**config.mk**
```make
export PLATFORM = sky130hd
export DESIGN_NAME = ermon_bridge
export DESIGN_NICKNAME = d
export VERILOG_FILES = /design/src/common/ermon_pkg.sv /design/src/design/ermon_bridge.sv
export SDC_FILE = /design/constraint.sdc
export NUM_CORES = 1
export LEC_CHECK = 0
export BUFFER_PORTS_ARGS = -buffer_cell sky130_fd_sc_hd__clkbuf_2
export CAP_MARGIN = 20
export CELL_PAD_IN_SITES_DETAIL_PLACEMENT = 0
export CELL_PAD_IN_SITES_GLOBAL_PLACEMENT = 2
export CORE_MARGIN = 2
export CORE_UTILIZATION = 39
export DETAILED_ROUTE_END_ITERATION = 8
export PLACE_DENSITY = 0.83
export SLEW_MARGIN = 5
export SYNTH_ARGS = -nofsm -noshare
export SYNTH_HDL_FRONTEND = slang
export SYNTH_SLANG_ARGS = --single-unit
```
**constraint.sdc**
```tcl
create_clock -name CLK -period 4.2 [get_ports CLK]
set_input_delay 0.21 -clock CLK [delete_from_list [all_inputs] [get_ports CLK]]
set_output_delay 0.21 -clock CLK [all_outputs]
set_load 0.02 [all_outputs]
```
**src/common/ermon_pkg.sv**
```systemverilog
// Shared constants and carrier types for the early-response ordering and exclusive monitor bridge.
// Assumes a single bus clock; every user writes ermon_pkg::name, nothing is imported.
package ermon_pkg;

    // ==========================================================
    // Widths and sizes.
    localparam int ADDR_W = 32;
    localparam int ID_W = 2;
    localparam int NUM_ID = 4;
    localparam int DATA_W = 64;
    localparam int STRB_W = DATA_W / 8;
    localparam int CACHE_W = 4;
    localparam int DEPTH = 4;
    localparam int PTR_W = 2;
    // Single-copy atomic granule is 8 bytes, so overlap is judged on address bits above bit 2.
    localparam int ATOM_LG = 3;
    localparam int GR_W = ADDR_W - ATOM_LG;
    // Address bits at and above this one select the downstream slave.
    localparam int SLV_LSB = 16;

    // ==========================================================
    // Field positions and encodings.
    localparam int CACHE_BUF_BIT = 0;
    localparam logic [2:0] CACHE_DEV = 3'h0;
    localparam logic [1:0] RESP_OKAY = 2'h0;
    localparam logic [1:0] RESP_EXOKAY = 2'h1;
    localparam logic LOCK_NORMAL = 1'h0;
    localparam logic LOCK_EXCL = 1'h1;

    // ==========================================================
    // Carriers.
    typedef struct packed {
        logic [ADDR_W-1:0] addr;
        logic [ID_W-1:0] id;
        logic [CACHE_W-1:0] cache;
        logic lock;
        logic [DATA_W-1:0] data;
        logic [STRB_W-1:0] strb;
    } ermon_req_t;

    typedef struct packed {
        logic wr;
        logic early;
        logic excl;
        logic dev;
        logic atom;
        logic [ID_W-1:0] id;
        logic [ADDR_W-1:0] addr;
        logic [DATA_W-1:0] data;
        logic [STRB_W-1:0] strb;
    } ermon_ent_t;

    typedef struct packed {
        logic [ID_W-1:0] id;
        logic [1:0] resp;
        logic [DATA_W-1:0] data;
    } ermon_rsp_t;

    typedef struct packed {
        logic [1:0] resp;
        logic [DATA_W-1:0] data;
    } ermon_dsr_t;

    typedef struct packed {
        ermon_ent_t [DEPTH-1:0] q;
        logic [DEPTH-1:0] qv;
        logic [DEPTH-1:0] qi;
        logic [PTR_W-1:0] head;
        logic [PTR_W-1:0] iss;
        logic [PTR_W-1:0] tail;
        logic b_valid;
        ermon_rsp_t b;
        logic r_valid;
        ermon_rsp_t r;
        logic [NUM_ID-1:0] mon_v;
        logic [NUM_ID-1:0][GR_W-1:0] mon_a;
    } ermon_state_t;

endpackage

```
**src/design/ermon_bridge.sv**
```systemverilog
// Intermediate bridge that may answer writes early, keeps ordering and atomicity, and monitors exclusives.
// Assumes upstream requests are single-beat and the downstream port answers in issue order.
// Rules the bridge and its masters work under
// Keep an early-answered transaction visible to every later upstream transaction.
// Later transactions overlapping an early-answered one must observe it.
// Device same-ID same-slave transactions stay behind an early-answered one.
// Answer early only when the cache attributes allow it, else wait downstream.
// Overlapping Device transactions stay ordered whatever their IDs.
// Device needs ordering for same ID always, different ID only on overlap.
// Normal needs ordering only on overlap, even with a shared ID.
// Cache bits three to one not all zero means Normal memory.
// Ordered write observation is a true/false property, false by default.
// Declare ordered write observation only if same-ID writes are seen in order.
// Without it, masters wait for a write answer before touching another peripheral.
// Larger transactions update memory in blocks of at least the atomic size.
// No master may see a partly updated atomic element.
// Atomicity never exceeds start address alignment.
// Byte strobes do not change the atomicity size.
// All agents see writes to one location in one order.
// A single serialization point orders each address.
// No forwarding buffer lets some agents see a write before others.
// Lock selects exclusive; read and write answers report its outcome.
// Masters finish an exclusive with a same-address same-ID exclusive write.
// Exclusive write succeeds only if nobody wrote the location since the read.
// One monitored address per ID; a new exclusive read replaces it.
// A successful exclusive read answers EXOKAY.
// A failed exclusive write answers OKAY and leaves memory untouched.
// Lock is one bit: zero normal, one exclusive.
// Stall new transactions whose granule overlaps a pending early-answered one.
`timescale 1ns/1ps
module ermon_bridge #(
    parameter logic OWO_EN = 1'b0 // Ordered write observation declared.
) (
    input wire logic CLK, // Bus clock, 25 MHz.
    input wire logic RST_N, // Asynchronous reset, active low.
    input wire logic S_AW_VALID, // Upstream write request valid.
    output logic S_AW_READY, // Upstream write request taken.
    input wire ermon_pkg::ermon_req_t S_AW, // Upstream write address, control and data.
    input wire logic S_AR_VALID, // Upstream read request valid.
    output logic S_AR_READY, // Upstream read request taken.
    input wire ermon_pkg::ermon_req_t S_AR, // Upstream read address and control.
    output logic S_B_VALID, // Upstream write answer valid.
    input wire logic S_B_READY, // Upstream write answer taken.
    output ermon_pkg::ermon_rsp_t S_B, // Upstream write answer.
    output logic S_R_VALID, // Upstream read answer valid.
    input wire logic S_R_READY, // Upstream read answer taken.
    output ermon_pkg::ermon_rsp_t S_R, // Upstream read answer.
    output logic M_REQ_VALID, // Downstream request valid.
    input wire logic M_REQ_READY, // Downstream request taken.
    output ermon_pkg::ermon_ent_t M_REQ, // Downstream request.
    input wire logic M_RSP_VALID, // Downstream answer valid.
    output logic M_RSP_READY, // Downstream answer taken.
    input wire ermon_pkg::ermon_dsr_t M_RSP, // Downstream answer.
    output logic OWO // Ordered write observation property.
);

    // ==========================================================
    // Helpers.

    // Granule index; strobes play no part, so the atomic size never depends on them.
    function automatic logic [ermon_pkg::GR_W-1:0] gran(input logic [ermon_pkg::ADDR_W-1:0] a);
        gran = a[ermon_pkg::ADDR_W-1:ermon_pkg::ATOM_LG];
    endfunction

    // Normal when cache bits three to one are not all zero.
    function automatic logic is_dev(input logic [ermon_pkg::CACHE_W-1:0] c);
        is_dev = (c[3:1] == ermon_pkg::CACHE_DEV);
    endfunction

    // True when a new request must wait behind a pending early-answered entry.
    function automatic logic hazard(input ermon_pkg::ermon_state_t s, input ermon_pkg::ermon_req_t n);
        logic h;
        h = 1'b0;
        for (int i = 0; i < ermon_pkg::DEPTH; i++) begin
            if (s.qv[i] && s.q[i].early) begin
                // Overlap orders every memory type regardless of ID.
                if (gran(s.q[i].addr) == gran(n.addr)) begin
                    h = 1'b1;
                end
                // Device also orders same ID to the same slave without overlap.
                if (is_dev(n.cache) && s.q[i].dev && s.q[i].id == n.id
                    && s.q[i].addr[ermon_pkg::ADDR_W-1:ermon_pkg::SLV_LSB]
                    == n.addr[ermon_pkg::ADDR_W-1:ermon_pkg::SLV_LSB]) begin
                    h = 1'b1;
                end
            end
        end
        hazard = h;
    endfunction

    // True when any monitor still watches the granule.
    function automatic logic mon_hits(input ermon_pkg::ermon_state_t s, input logic [ermon_pkg::GR_W-1:0] g);
        logic h;
        h = 1'b0;
        for (int i = 0; i < ermon_pkg::NUM_ID; i++) begin
            if (s.mon_v[i] && s.mon_a[i] == g) begin
                h = 1'b1;
            end
        end
        mon_hits = h;
    endfunction

    // Build a queue entry; atomic guarantee only when the start is granule aligned.
    function automatic ermon_pkg::ermon_ent_t mk_ent(input ermon_pkg::ermon_req_t n, input logic wr);
        ermon_pkg::ermon_ent_t e;
        e.wr = wr;
        e.early = wr && n.cache[ermon_pkg::CACHE_BUF_BIT] && (n.lock == ermon_pkg::LOCK_NORMAL);
        e.excl = (n.lock == ermon_pkg::LOCK_EXCL);
        e.dev = is_dev(n.cache);
        e.atom = (n.addr[ermon_pkg::ATOM_LG-1:0] == '0);
        e.id = n.id;
        e.addr = n.addr;
        e.data = n.data;
        e.strb = n.strb;
        mk_ent = e;
    endfunction

    // ==========================================================
    // State and combinational next value.
    ermon_pkg::ermon_state_t st;
    ermon_pkg::ermon_state_t next_st;
    ermon_pkg::ermon_ent_t he;
    logic hz_w;
    logic hz_r;
    logic aw_pass;
    logic pop;
    logic aw_fire;
    logic ar_fire;

    assign he = st.q[st.head];
    assign hz_w = hazard(st, S_AW);
    assign hz_r = hazard(st, S_AR);
    assign aw_pass = st.mon_v[S_AW.id] && st.mon_a[S_AW.id] == gran(S_AW.addr);

    // Downstream answers for early-answered writes are taken at once; others only when their upstream slot is free.
    assign M_RSP_READY = st.qv[st.head] && st.qi[st.head]
                         && (he.early || (he.wr ? !st.b_valid : !st.r_valid));
    assign pop = M_RSP_VALID && M_RSP_READY;

    // Writes first; both need a free queue slot, only writes also need a free answer slot, and hazards stall.
    assign S_AW_READY = S_AW_VALID && !st.b_valid && !(pop && he.wr && !he.early)
                        && !st.qv[st.tail] && !hz_w;
    assign S_AR_READY = S_AR_VALID && !S_AW_READY && !st.qv[st.tail] && !hz_r;
    assign aw_fire = S_AW_VALID && S_AW_READY;
    assign ar_fire = S_AR_VALID && S_AR_READY;

    // One in-order downstream path is the only serialization point, so every agent sees one write order.
    assign M_REQ_VALID = st.qv[st.iss] && !st.qi[st.iss];
    assign M_REQ = st.q[st.iss];
    assign S_B_VALID = st.b_valid;
    assign S_B = st.b;
    assign S_R_VALID = st.r_valid;
    assign S_R = st.r;
    // Writes leave in issue order on one path, which is what makes a true setting legal.
    assign OWO = OWO_EN;

    // Next-state logic: drain answers, retire, issue, then accept.
    always_comb begin
        next_st = st;
        if (S_B_VALID && S_B_READY) begin
            next_st.b_valid = 1'b0;
        end
        if (S_R_VALID && S_R_READY) begin
            next_st.r_valid = 1'b0;
        end
        // Retire the oldest entry; early-answered writes were already reported upstream.
        if (pop) begin
            next_st.qv[st.head] = 1'b0;
            next_st.qi[st.head] = 1'b0;
            next_st.head = st.head + ermon_pkg::PTR_W'(1);
            if (!he.early) begin
                if (he.wr) begin
                    next_st.b_valid = 1'b1;
                    next_st.b.id = he.id;
                    next_st.b.data = '0;
                    next_st.b.resp = (he.excl && M_RSP.resp == ermon_pkg::RESP_OKAY)
                                     ? ermon_pkg::RESP_EXOKAY : M_RSP.resp;
                end else begin
                    next_st.r_valid = 1'b1;
                    next_st.r.id = he.id;
                    next_st.r.data = M_RSP.data;
                    next_st.r.resp = (he.excl && M_RSP.resp == ermon_pkg::RESP_OKAY)
                                     ? ermon_pkg::RESP_EXOKAY : M_RSP.resp;
                end
            end
        end
        if (M_REQ_VALID && M_REQ_READY) begin
            next_st.qi[st.iss] = 1'b1;
            next_st.iss = st.iss + ermon_pkg::PTR_W'(1);
        end
        if (aw_fire) begin
            if (S_AW.lock == ermon_pkg::LOCK_EXCL && !aw_pass) begin
                // Failed exclusive is answered here and never reaches memory.
                next_st.b_valid = 1'b1;
                next_st.b.id = S_AW.id;
                next_st.b.resp = ermon_pkg::RESP_OKAY;
                next_st.b.data = '0;
            end else begin
                next_st.q[st.tail] = mk_ent(S_AW, 1'b1);
                next_st.qv[st.tail] = 1'b1;
                next_st.qi[st.tail] = 1'b0;
                next_st.tail = st.tail + ermon_pkg::PTR_W'(1);
                if (next_st.q[st.tail].early) begin
                    next_st.b_valid = 1'b1;
                    next_st.b.id = S_AW.id;
                    next_st.b.resp = ermon_pkg::RESP_OKAY;
                    next_st.b.data = '0;
                end
                // Any write that goes ahead ends every watch on its granule.
                for (int i = 0; i < ermon_pkg::NUM_ID; i++) begin
                    if (st.mon_a[i] == gran(S_AW.addr)) begin
                        next_st.mon_v[i] = 1'b0;
                    end
                end
            end
        end else if (ar_fire) begin
            next_st.q[st.tail] = mk_ent(S_AR, 1'b0);
            next_st.qv[st.tail] = 1'b1;
            next_st.qi[st.tail] = 1'b0;
            next_st.tail = st.tail + ermon_pkg::PTR_W'(1);
            // An exclusive read replaces whatever this ID watched before.
            if (S_AR.lock == ermon_pkg::LOCK_EXCL) begin
                next_st.mon_v[S_AR.id] = 1'b1;
                next_st.mon_a[S_AR.id] = gran(S_AR.addr);
            end
        end
    end

    // State register; reset empties the queue and drops every watch.
    always_ff @(posedge CLK or negedge RST_N) begin
        if (!RST_N) begin
            st <= '0;
        end else begin
            st <= next_st;
        end
    end
endmodule

```
==> impl_metrics.yaml <==
sta:
  fin_crit_ps: 4160
  finalSetupViolations: 0
  fin_crit_sh: 0.991
  max_freq_ghz: 0.240
  slew_headroom: 0.311
  maxSlewViolCount: 0
  hold_viol_final: 0
  clock_skew_ps: 31.2
  tightest_slew_ps: 1030
floorplanning:
  die_area_mm2: 0.102
  die_x_um: 319
  io-pin-count: 550
  die_h_um: 319
  core-area_mm2: 0.0984
  rows: 115
  start_util: 0.393
critical_path:
  r2r_end: "st[291]"
  worstPathRequired_ps: 4730
  critical_path_class: "flip-flop to flip-flop"
  end_kind: "flip-flop"
  critPathLaunchType: "flip-flop"
  r2r_slack_ps: 40
  path_max_fanout: 37
  ff2ff_path_depth: 11
  arrival_ps: 4700
  regToRegStartpoint: "st[475]"
drt:
  wl_per_cell_um: 27.3
  drtAntennaViolNets: 0
  routed_via_density: 5.96
  drc: 0
  routed_wl_mm: 140
  wl_met2_mm: 65.6
  num_vias: 30700
  first_iter_violations: 2795
  top_layer: "met5"
  dr.pass1.iters: 7
  wl_met1_mm: 58.7
  met3_length_mm: 11.0
logic_synthesis:
  ys_seq_area_frac: 0.463
  ys_warn_count: 0
  yosys_register_bits: 716
  synth_cell_types: 61
  synth_nets: 3488
  netlist_area_mm2: 0.0387
  synth_edf_count: 0
  synthFlopType: "dfrtp_1"
  syn_inst: 3180
  synth_area_per_cell_um2: 12.2
  async_flop_share: 1.00
global_routing:
  grt_overflow_total: 0
  track_usage: 0.270
  antenna_found_initial: 23
  grt_start_max_net_pins: 119
  grt_pass1_vias: 31600
  grt_pass1_wl_mm: 210
worst_hold_path:
  hp-class: "input pin to flip-flop"
  hold_depth: 3
  min_from: "S_AR[79]"
  whs_endpoint: "st[677]"
finish:
  fin_nets: 4095
  utilization: 0.492
  drive_above_1_share: 0.308
  synthToLayoutAreaGrowth_pct: 25.1
  final_area_mm2: 0.0484
cts:
  clk_pin_slew_worst_paths_ps: 60
  cts-root-buf: "clkbuf_16"
  clk_path_buf_depth: 3
  cts-buffers-inserted: 85
  cts_tree: "done"
  htree_levels: 3
  clkSinkCount: 716
  clock_latency_ps: 660
outcome:
  status: "finished, final reports clean"
placement:
  gp_congestion: 0.870
  place_area_mm2: 0.0425
  hpwl_mm: 91.4
  port_buffers: 547
power_and_ir_drop:
  p_leak_nw: 23.2
  powerDensity_mw_per_mm2: 746
  ir_worst_vdd_mv: 0.360
run:
  drv_cap: 0
-- logic make-up (layout without fill, tap and decap cells) --
kind of cell	after synthesis	after routing	synth area share
flops	716	716	0.463
buf+inv	490	1166	0.0670
fa+ha+maj	12	12	0.00388
other cells	1	12	0.0000969
simple gates	718	718	0.112
compound gates	510	510	0.127
mux	346	346	0.139
xor+xnor	387	387	0.0876
-- worst max-delay path by stage --
stage,startpoint,endpoint,slack [ps],cells past startpoint
final,st[475],st[291],40,11
after detailed placement,S_AW[77],st[325],270,12
after global routing,st[695],st[291],-0.09,11
after floorplan,st[262],st[29],820,10
after global placement,S_AW[77],st[525],270,12
after CTS,st[475],st[421],20,11
-- worst max-delay path, cell delays in order, from the launching register on --
cell and delay [ps]:
dfrtp_1 450, xor2_1 200, nor4_1 570, nand3_1 220
nor4_1 530, a221o_2 440, a2111oi_4 140, buf_4 230
buf_12 190, and3_1 220, a221o_1 260, dlygate4sd3_1 550
-- report_power, final --
group          total, W  internal, W  leakage (nW)  switching (W)
Combinational    0.0159      0.00768          12.7        0.00819
Clock           0.00785      0.00471          1.46        0.00314
Sequential       0.0124      0.00969          9.11        0.00271
Total            0.0361       0.0221          23.2         0.0140
-- placed cells by master, fill, tap and decap left out, types with 7 or more instances in the layout --
cell,count
dfrtp_1,714
clkbuf_2,546
a221o_1,432
and3_1,429
dlygate4sd3_1,290
xor2_1,211
mux2_2,189
xnor2_1,176
mux4_2,134
buf_4,90
clkbuf_16,86
and2_1,66
buf_12,56
nand4_1,52
nor4_1,52
nand2_1,32
nand3_1,26
inv_1,24
mux2i_1,23
clkbuf_8,22
nor3_1,19
o21ai_0,18
clkinv_2,17
nor2_1,16
ha_1,12
clkbuf_1,12
diode_2,11
bufinv_16,9
a21oi_1,7
-- layer usage --
metal  GRT usage  up-vias
li1            -    13200
met2       0.430     1353
met4       0.103       24
met5           0        -
met1       0.358    15800
met3      0.0625      264
-- flip-flops by register name, summed over array words and instances, names as in the netlist --
name	flops
S_B	68
S_B_VALID	1
S_R	68
S_R_VALID	1
st	578
-- per-stage QoR --
step / power, W / hold slack [ps] / setup slack (ps) / TNS (ps) / cells
floorplan: 0.0224 / -85.6 / 817 / 0 / 3180
global placement: 0.0273 / 278 / 273 / 0 / 4696
detailed placement: 0.0275 / 281 / 275 / 0 / 4696
CTS: 0.0361 / 1.80 / 15.7 / 0 / 5142
global route: 0.0378 / 31.8 / -0.0924 / -0.0924 / 5152
finish: 0.0361 / 37.0 / 38.4 / 0 / 5154
-- layout make-up --
class,count,area [µm²]
flip-flops and latches,716,17900
well taps,1287,1610
diodes,11,27.5
clock inverters,36,457
multi-input cells,1974,18400
repair buffers,983,7450
clock buffers,120,2500
fillers,8729,50000
inverters,27,101
-- cell usage after synthesis, types with 2 or more instances --
cell type,count,area share
dfrtp_1,716,0.46
a221o_1,433,0.11
and3_1,429,0.069
clkbuf_1,213,0.021
xor2_1,211,0.048
mux2_2,189,0.055
xnor2_1,176,0.040
buf_4,145,0.028
mux4_2,134,0.078
and2_1,66,0.011
nand4_1,52,0.0084
nor4_1,52,0.0084
buf_2,49,0.0063
buf_1,36,0.0035
nand2_1,33,0.0032
nand3_1,26,0.0034
inv_1,24,0.0023
mux2i_1,23,0.0059
buf_6,20,0.0058
nor3_1,20,0.0026
o21ai_0,19,0.0025
nor2_1,16,0.0016
ha_1,12,0.0039
a21oi_1,7,0.00091
o22ai_1,7,0.0011
a22o_1,6,0.0014
a22oi_1,6,0.0012
a21o_1,5,0.00097
a2111oi_2,4,0.0016
a31oi_1,4,0.00065
nor2_2,4,0.00065
nor4b_1,4,0.00091
inv_2,3,0.00029
nand2b_1,3,0.00048
nor3b_1,3,0.00058
a222oi_1,2,0.00052
and4b_1,2,0.00052
nand3b_1,2,0.00039
o41ai_1,2,0.00045
-- timing repair --
item,4_1_cts,5_1_grt
endpoints found under the hold margin,452,0
resized for setup,0,4
setup endpoints to repair,0,63
buffers inserted,0,1
hold buffers,290,0
Power figures use the tool's default switching activity.
